[src/ppo_regs.vh]
`ifndef PPO_REGS_VH
`define PPO_REGS_VH
// Pull-up enable pattern for {direction, output, global disable}
`define PPO_PULLUP_PATTERN 3'h2
// Reset values of the per-pin direction and output bits and the global disable bit
`define PPO_DIR_RST        1'h0
`define PPO_OUT_RST        1'h0
`define PPO_GPUD_RST       1'h0
// Default pin count of one port
`define PPO_PORT_WIDTH     8
`endif

[src/ppo_pin.v]
`include "ppo_regs.vh"
// One pin slice: the pad-facing combinational control paths
module ppo_pin (
  input  wire pin_direction_bit,         // Direction register bit
  input  wire pin_output_bit,            // Output register bit
  input  wire pullup_global_disable,     // Shared pull-up disable
  input  wire in_reset,                  // Reset active
  input  wire sleep_clamp,               // Sleep controller clamp request
  input  wire ext_int_enabled,           // External interrupt enabled on this pin
  input  wire pullup_override_en,
  input  wire pullup_override_val,
  input  wire direction_override_en,
  input  wire direction_override_val,
  input  wire out_value_override_en,
  input  wire out_value_override_val,
  input  wire input_enable_override_en,
  input  wire input_enable_override_val,
  input  wire pad_in,                    // Raw pad level
  output wire pull_en,                   // Pull-up enable
  output wire drive_en,                  // Output driver enable
  output wire drive_val,                 // Value driven
  output wire input_gated                // Schmitt input after clamp
);
  wire reg_pull;                          // Register-requested pull-up
  wire in_en;                             // Digital input enable

  // Pull-up from register pattern unless overridden; reset always wins
  assign reg_pull = ({pin_direction_bit, pin_output_bit, pullup_global_disable}
                     == `PPO_PULLUP_PATTERN); // RULE6 RULE18 RULE19
  assign pull_en  = ~in_reset &
                    (pullup_override_en ? pullup_override_val : reg_pull); // RULE4 RULE7

  // Driver enable from direction bit or its override
  assign drive_en  = direction_override_en ? direction_override_val
                                           : pin_direction_bit; // RULE8 RULE9 RULE18
  // Driven value from output bit or its override
  assign drive_val = out_value_override_en ? out_value_override_val
                                           : pin_output_bit; // RULE10 RULE11

  // Clamp in deep sleep except for interrupt pins; override decides when set
  assign in_en = input_enable_override_en ? input_enable_override_val
                                          : ~(sleep_clamp & ~ext_int_enabled); // RULE1 RULE2 RULE13 RULE14
  // Forcing low ahead of the trigger keeps a floating pad from burning current
  assign input_gated = in_en & pad_in; // RULE1
endmodule

[src/ppo_port.v]
// Behaviour
// RULE1 - Sleep clamp grounds the digital input path
// RULE2 - Interrupt-enabled pins escape the sleep clamp
// RULE3 - Clamp release on high pin sets flag
// RULE4 - Pull-up forced off during reset
// RULE5 - Software gives unused pins defined levels
// RULE6 - Pull-up when pattern equals 010
// RULE7 - Pull-up override value decides when enabled
// RULE8 - Driver enable from direction or override
// RULE9 - Direction override value switches driver
// RULE10 - Driven value from output bit or override
// RULE11 - Value override replaces output bit
// RULE12 - Toggle override inverts output bit
// RULE13 - Input enable from sleep state or override
// RULE14 - Input enable override value decides
// RULE15 - Alternate input tapped before synchronizer
// RULE16 - Analog line straight from pad
// RULE17 - Strobes shared per port, clamp global
// RULE18 - Direction one output, zero input
// RULE19 - Global disable kills all pull-ups; an enabled pull-up override still turns one on here
// RULE20 - Writing one to input bit toggles output
// RULE21 - Latch then register before input bit; here two registers, the first standing in for the latch
// RULE22 - Overrides inactive after reset
`include "ppo_regs.vh"
module ppo_port #(
  parameter WIDTH = `PPO_PORT_WIDTH         // Pins in this port
) (
  input  wire             clock,                      // I/O clock, shared by all ports
  input  wire             rst,                        // Async reset, active high
  input  wire             dir_write,                  // Direction register write strobe
  input  wire             out_write,                  // Output register write strobe
  input  wire             in_write,                   // Input register write (toggle) strobe
  input  wire [WIDTH-1:0] write_data,                 // Data for the write strobes
  input  wire             pullup_global_disable_write, // Global disable write strobe
  input  wire             pullup_global_disable_data, // Global disable write data
  input  wire             sleep_clamp,                // Deep-sleep clamp request
  input  wire [WIDTH-1:0] ext_int_enabled,            // External interrupt enables
  input  wire [WIDTH-1:0] ext_int_edge_mode,          // Pin set for edge/any-change sense
  input  wire [WIDTH-1:0] pullup_override_en,
  input  wire [WIDTH-1:0] pullup_override_val,
  input  wire [WIDTH-1:0] direction_override_en,
  input  wire [WIDTH-1:0] direction_override_val,
  input  wire [WIDTH-1:0] out_value_override_en,
  input  wire [WIDTH-1:0] out_value_override_val,
  input  wire [WIDTH-1:0] out_toggle_override_en,
  input  wire [WIDTH-1:0] input_enable_override_en,
  input  wire [WIDTH-1:0] input_enable_override_val,
  input  wire [WIDTH-1:0] pad_in,                     // Pad levels
  output reg  [WIDTH-1:0] pad_out,                    // Pad drive value
  output reg  [WIDTH-1:0] pad_oe,                     // Pad driver enable, high drives
  output reg  [WIDTH-1:0] pad_pullup,                 // Pull-up enable
  output reg  [WIDTH-1:0] schmitt_output_tap,         // Unsynchronised input for peripherals
  output reg  [WIDTH-1:0] analog_pad_line,            // Pad level for analog users
  output reg  [WIDTH-1:0] pin_direction_bit,          // Direction register
  output reg  [WIDTH-1:0] pin_output_bit,             // Output register
  output reg  [WIDTH-1:0] pin_input_bit,              // Synchronised pin value
  output reg              pullup_global_disable,      // Global pull-up disable bit
  output reg  [WIDTH-1:0] ext_int_flag_set            // Pulse: sleep-release edge seen
);
  reg  [WIDTH-1:0] dir_q;                  // Direction bits
  reg  [WIDTH-1:0] out_q;                  // Output bits
  reg  [WIDTH-1:0] out_d;                  // Next output bits
  reg              gpud_q;                 // Global pull-up disable
  reg  [WIDTH-1:0] sync_q;                 // Sync stage standing in for the latch
  reg  [WIDTH-1:0] gated_prev_q;           // Gated input last cycle
  reg              clamp_prev_q;           // Clamp request last cycle
  reg              in_reset_q;             // Reset seen, drops one edge after release
  wire [WIDTH-1:0] pull_w;                 // Per-pin pull-up
  wire [WIDTH-1:0] oe_w;                   // Per-pin driver enable
  wire [WIDTH-1:0] val_w;                  // Per-pin drive value
  wire [WIDTH-1:0] gated_w;                // Per-pin gated input

  genvar g;
  // One slice per pin; strobes and global controls fan out to all
  generate
    for (g = 0; g < WIDTH; g = g + 1) begin : pin_slice
      ppo_pin u_pin (
        .pin_direction_bit        (dir_q[g]),
        .pin_output_bit           (out_q[g]),
        .pullup_global_disable    (gpud_q),         // RULE17
        .in_reset                 (in_reset_q),
        .sleep_clamp              (sleep_clamp),    // RULE17
        .ext_int_enabled          (ext_int_enabled[g]),
        .pullup_override_en       (pullup_override_en[g]),
        .pullup_override_val      (pullup_override_val[g]),
        .direction_override_en    (direction_override_en[g]),
        .direction_override_val   (direction_override_val[g]),
        .out_value_override_en    (out_value_override_en[g]),
        .out_value_override_val   (out_value_override_val[g]),
        .input_enable_override_en (input_enable_override_en[g]),
        .input_enable_override_val(input_enable_override_val[g]),
        .pad_in                   (pad_in[g]),
        .pull_en                  (pull_w[g]),
        .drive_en                 (oe_w[g]),
        .drive_val                (val_w[g]),
        .input_gated              (gated_w[g])
      );
    end
  endgenerate

  // Output register next value: write, then toggle sources
  always @* begin
    out_d = out_q;
    // Plain write from the shared port strobe
    if (out_write) begin
      out_d = write_data; // RULE17
    end
    // Writing one to the input register flips the bit, direction ignored
    if (in_write) begin
      out_d = out_d ^ write_data; // RULE20
    end
    // Peripheral toggle request inverts the bit
    out_d = out_d ^ out_toggle_override_en; // RULE12
  end

  // Reset flag held while reset is high; pull-ups stay off until it drops
  always @(posedge clock or posedge rst) begin
    if (rst) begin
      in_reset_q <= 1'h1; // RULE4
    end else begin
      in_reset_q <= 1'h0;
    end
  end

  // Register bits; overrides are inputs, so the port relies on
  // peripherals holding them low out of reset
  always @(posedge clock or posedge rst) begin
    if (rst) begin
      dir_q  <= {WIDTH{`PPO_DIR_RST}};  // RULE22
      out_q  <= {WIDTH{`PPO_OUT_RST}};  // RULE22
      gpud_q <= `PPO_GPUD_RST;          // RULE19
    end else begin
      out_q <= out_d;
      // Direction write from the shared strobe
      if (dir_write) begin
        dir_q <= write_data; // RULE17 RULE18
      end
      // Global disable is one bit per port, common to every pin of this port
      if (pullup_global_disable_write) begin
        gpud_q <= pullup_global_disable_data; // RULE19
      end
    end
  end

  // Two-stage input path: first stage replaces the transparent-high latch
  // in this single-edge design, so delay is two edges, not half to one and a half
  always @(posedge clock or posedge rst) begin
    if (rst) begin
      sync_q        <= {WIDTH{1'h0}};
      pin_input_bit <= {WIDTH{1'h0}};
    end else begin
      sync_q        <= gated_w;         // RULE21
      pin_input_bit <= sync_q;          // RULE21
    end
  end

  // Clamp release on a high pin looks like a rising edge to the sensor
  always @(posedge clock or posedge rst) begin
    if (rst) begin
      clamp_prev_q     <= 1'h0;
      gated_prev_q     <= {WIDTH{1'h0}};
      ext_int_flag_set <= {WIDTH{1'h0}};
    end else begin
      clamp_prev_q     <= sleep_clamp;
      gated_prev_q     <= gated_w;
      ext_int_flag_set <= {WIDTH{clamp_prev_q & ~sleep_clamp}} & ~ext_int_enabled &
                          ext_int_edge_mode & ~gated_prev_q & gated_w; // RULE3
    end
  end

  // Registered pad and peripheral outputs
  always @(posedge clock or posedge rst) begin
    if (rst) begin
      pad_out               <= {WIDTH{1'h0}};
      pad_oe                <= {WIDTH{1'h0}};
      pad_pullup            <= {WIDTH{1'h0}};
      schmitt_output_tap    <= {WIDTH{1'h0}};
      analog_pad_line       <= {WIDTH{1'h0}};
      pin_direction_bit     <= {WIDTH{1'h0}};
      pin_output_bit        <= {WIDTH{1'h0}};
      pullup_global_disable <= 1'h0;
    end else begin
      pad_oe                <= oe_w;                    // RULE8 RULE9
      pad_out               <= oe_w & val_w;            // RULE10 RULE11
      pad_pullup            <= pull_w & ~{WIDTH{in_reset_q}}; // RULE4 RULE6 RULE7
      schmitt_output_tap    <= gated_w;                 // RULE15
      // Digital copy only; a true analog path lives outside this logic
      analog_pad_line       <= pad_in;                  // RULE16
      pin_direction_bit     <= dir_q;
      pin_output_bit        <= out_q;
      pullup_global_disable <= gpud_q;
    end
  end
endmodule

[config.mk]
export PLATFORM = sky130hd
export DESIGN_NAME = ppo_port
export DESIGN_NICKNAME = d
export VERILOG_FILES = /design/src/ppo_pin.v /design/src/ppo_port.v
export VERILOG_INCLUDE_DIRS = /design/src
export SDC_FILE = /design/constraint.sdc
export NUM_CORES = 1
export LEC_CHECK = 0
export CELL_PAD_IN_SITES_DETAIL_PLACEMENT = 1
export CELL_PAD_IN_SITES_GLOBAL_PLACEMENT = 1
export CORE_ASPECT_RATIO = 0.8
export CORE_MARGIN = 2
export CORE_UTILIZATION = 51
export CTS_CLUSTER_SIZE = 14
export DETAILED_ROUTE_END_ITERATION = 10
export DONT_BUFFER_PORTS = 1
export MAX_ROUTING_LAYER = met4
export PLACE_DENSITY = 0.87
export SYNTH_ARGS = -nofsm -noshare
export SYNTH_HDL_FRONTEND = slang
export SYNTH_SLANG_ARGS = --single-unit
[constraint.sdc]
create_clock -name clock -period 9.5 [get_ports clock]
set_clock_uncertainty 0.15 [all_clocks]
set_input_delay 1.9 -clock clock [delete_from_list [all_inputs] [get_ports clock]]
set_output_delay 1.9 -clock clock [all_outputs]
set_load 0.05 [all_outputs]
==> impl_metrics.csv <==
group,metric,value,unit
outcome,status,"complete, no violations",
clocking,cts-resized-gates,0,
place,portBuffers,0,
layout,layout.nets,354,
yosys,ys_types,34,
clocking,cts-htree-levels,3,
clocking,cts_tree,"built",
timing,rsz0062_at_grt,"false",
clocking,insertion_delay,340,ps
power,worst_ir_drop_vdd,0.124,mV
floorplan,pin_count,185,
yosys,ys_ff_latch,92,
route,wl_per_cell,24.0,um
clocking,clk_pin_slew,90,ps
grt,grt_usage,21.7,%
grt,grt_pass1_wl,12.2,mm
timing,finalCritPeriodShare,32.4,%
timing,worst_pin_slew,598,ps
power,power,901,uW
yosys,yosysWarnings,0,
clocking,cts_buffer_depth,2,
clocking,post-cts-setup-buffers,0,
grt,first_global_vias,2181,
layout,area_growth,8.30,%
yosys,ys_seq_area_share,65.3,%
yosys,syn_area_per_cell,14.8,um^2
power,power-per-cell-area,236,nW/um^2
worst_setup_path,cp_max_fo,3,
layout,antennaDiodeCount,0,
floorplan,num_rows,27,
yosys,synth_top_cell_by_area,"dfrtp_1",
worst_setup_path,crit_type,"flop to primary output",
timing,relSlewSlack,60.2,%
clocking,cts.sinks,92,
floorplan,core_area,6790,um^2
grt,grt_remaining_overflow,0,
timing,setup_viol,0,
route,wl,8.02,mm
route,vias,1998,
clocking,cts_root_buffer,"clkbuf_8",
grt,antenna_found_initial,0,
min_path,hold_start,"dir_q[7]",
route,drc_errors,0,
yosys,syn_nets,350,
floorplan,die_y,78.4,um
power,power_leakage,0.00168,uW
worst_setup_path,reg2reg_from,"gpud_q",
min_path,hp-class,"flop to flop",
layout,mostFrequentLayoutCell,"dfrtp_1",
yosys,syn_inst,238,
layout,n_fill_cell,655,
floorplan,die_x,97.0,um
layout,most-common-layout-cells,"dfrtp_1 (91), mux2_2 (25), clkbuf_8 (12)",
worst_setup_path,arrival,1030,ps
flow_run,drv_cap,0,
route,initialDrtViolationCount,29,
clocking,cts_buffers,9,
floorplan,dieArea,7600,um^2
place,dpl.hpwl,5.92,mm
route,first_pass_iters,4,
timing,finalHoldViolCount,0,
floorplan,start_util,51.9,%
route,final_antenna_net_count,0,
timing,tns,0,ps
layout,drive_gt1_share,24.3,%
place,gp_congestion,0.729,
timing,holdWs,280,ps
grt,grt_max_degree,50,
worst_setup_path,cp-end-kind,"primary output",
yosys,synth_area,3530,um^2
clocking,cts-hold-fix-buffers,0,
timing,period_needed,3080,ps
timing,drv_slew,0,
worst_setup_path,cp-startpoint,"schmitt_output_tap[1]",
timing,max_freq,325,MHz
route,avgViaCountPerCell,5.98,
worst_setup_path,worstSetupStartpointType,"flop",
yosys,synth_top_area_share,64.6,%
yosys,ys_top_cells_by_area,"dfrtp_1 (65%), mux2_2 (8.0%), o311a_1 (2.3%), a211oi_2 (2.1%), and4_1 (2.0%)",
worst_setup_path,worstPathRequired,7450,ps
layout,utilization,56.3,%
## per-stage QoR
step | worst slack [ps] | instance area [um^2] | instances
after CTS | 6400 | 3820 | 334
after detailed placement | 6430 | 3600 | 318
after global routing | 6380 | 3820 | 334
final | 6420 | 3820 | 334
after global placement | 6470 | 3600 | 318
after floorplan | 5060 | 3530 | 238
## cells in the mapped netlist (all sizes together)
cell / n
dfrtp: 91
mux2: 25
nand2b: 9
a21oi: 8
and2: 8
and4: 8
nor2: 8
nor3b: 8
nor4b: 8
o311a: 8
and4bb: 7
xnor2: 7
a211oi: 6
and2b: 6
and3b: 6
nand2: 6
buf: 5
clkbuf: 3
inv: 2
mux2i: 2
a221oi: 1
conb: 1
dfstp: 1
nand4bb: 1
nor2b: 1
o221ai: 1
xor2: 1
## routing by layer
metal | share of wire [%] | GRT usage, %
met5 | 0 | -
met4 | 0.90 | 6.20
met3 | 4.9 | 4.81
met2 | 53 | 35.8
met1 | 42 | 27.6
## cells by family after synthesis
kind of cell	Yosys count	share of synthesized area, %
other	1	0.106
AOI/OAI and AO/OA	24	6.21
xor gates and xnor gates	8	1.99
DFF	92	65.3
muxes	27	8.55
and+or+nand+nor	76	16.3
buffers and inverters	10	1.56
## report_power, final
group	leakage [uW]	internal, uW	switching [uW]	total (uW)
Combinational	0.000437	38.5	25.5	64.0
Clock	0.000113	145	131	276
Sequential	0.00113	428	133	561
Total	0.00168	612	289	901
## worst paths after layout
check / end / slack [ps] / cells past startpoint
max: schmitt_output_tap[1] / 6420 / 0
min: pin_direction_bit[7] / 280 / 0
max reg2reg: pad_pullup[1] / 8140 / 3
min reg2reg: pin_direction_bit[7] / 280 / 0
max in group asynchronous: pad_oe[1] / 6880 / 2
min in group asynchronous: gpud_q / 1310 / 1
## area by class of cell
type | instances | area [um^2] | area share, %
Clock buffer | 12 | 165 | 4.32
Clock inverter | 4 | 56.3 | 1.47
Inverter | 2 | 10.0 | 0.262
Multi-Input combinational cell | 136 | 1170 | 30.6
Sequential cell | 92 | 2300 | 60.3
Tap cell | 87 | 109 | 2.85
Timing Repair Buffer | 1 | 7.51 | 0.197
No activity file was read; power rests on OpenSTA's default activity.
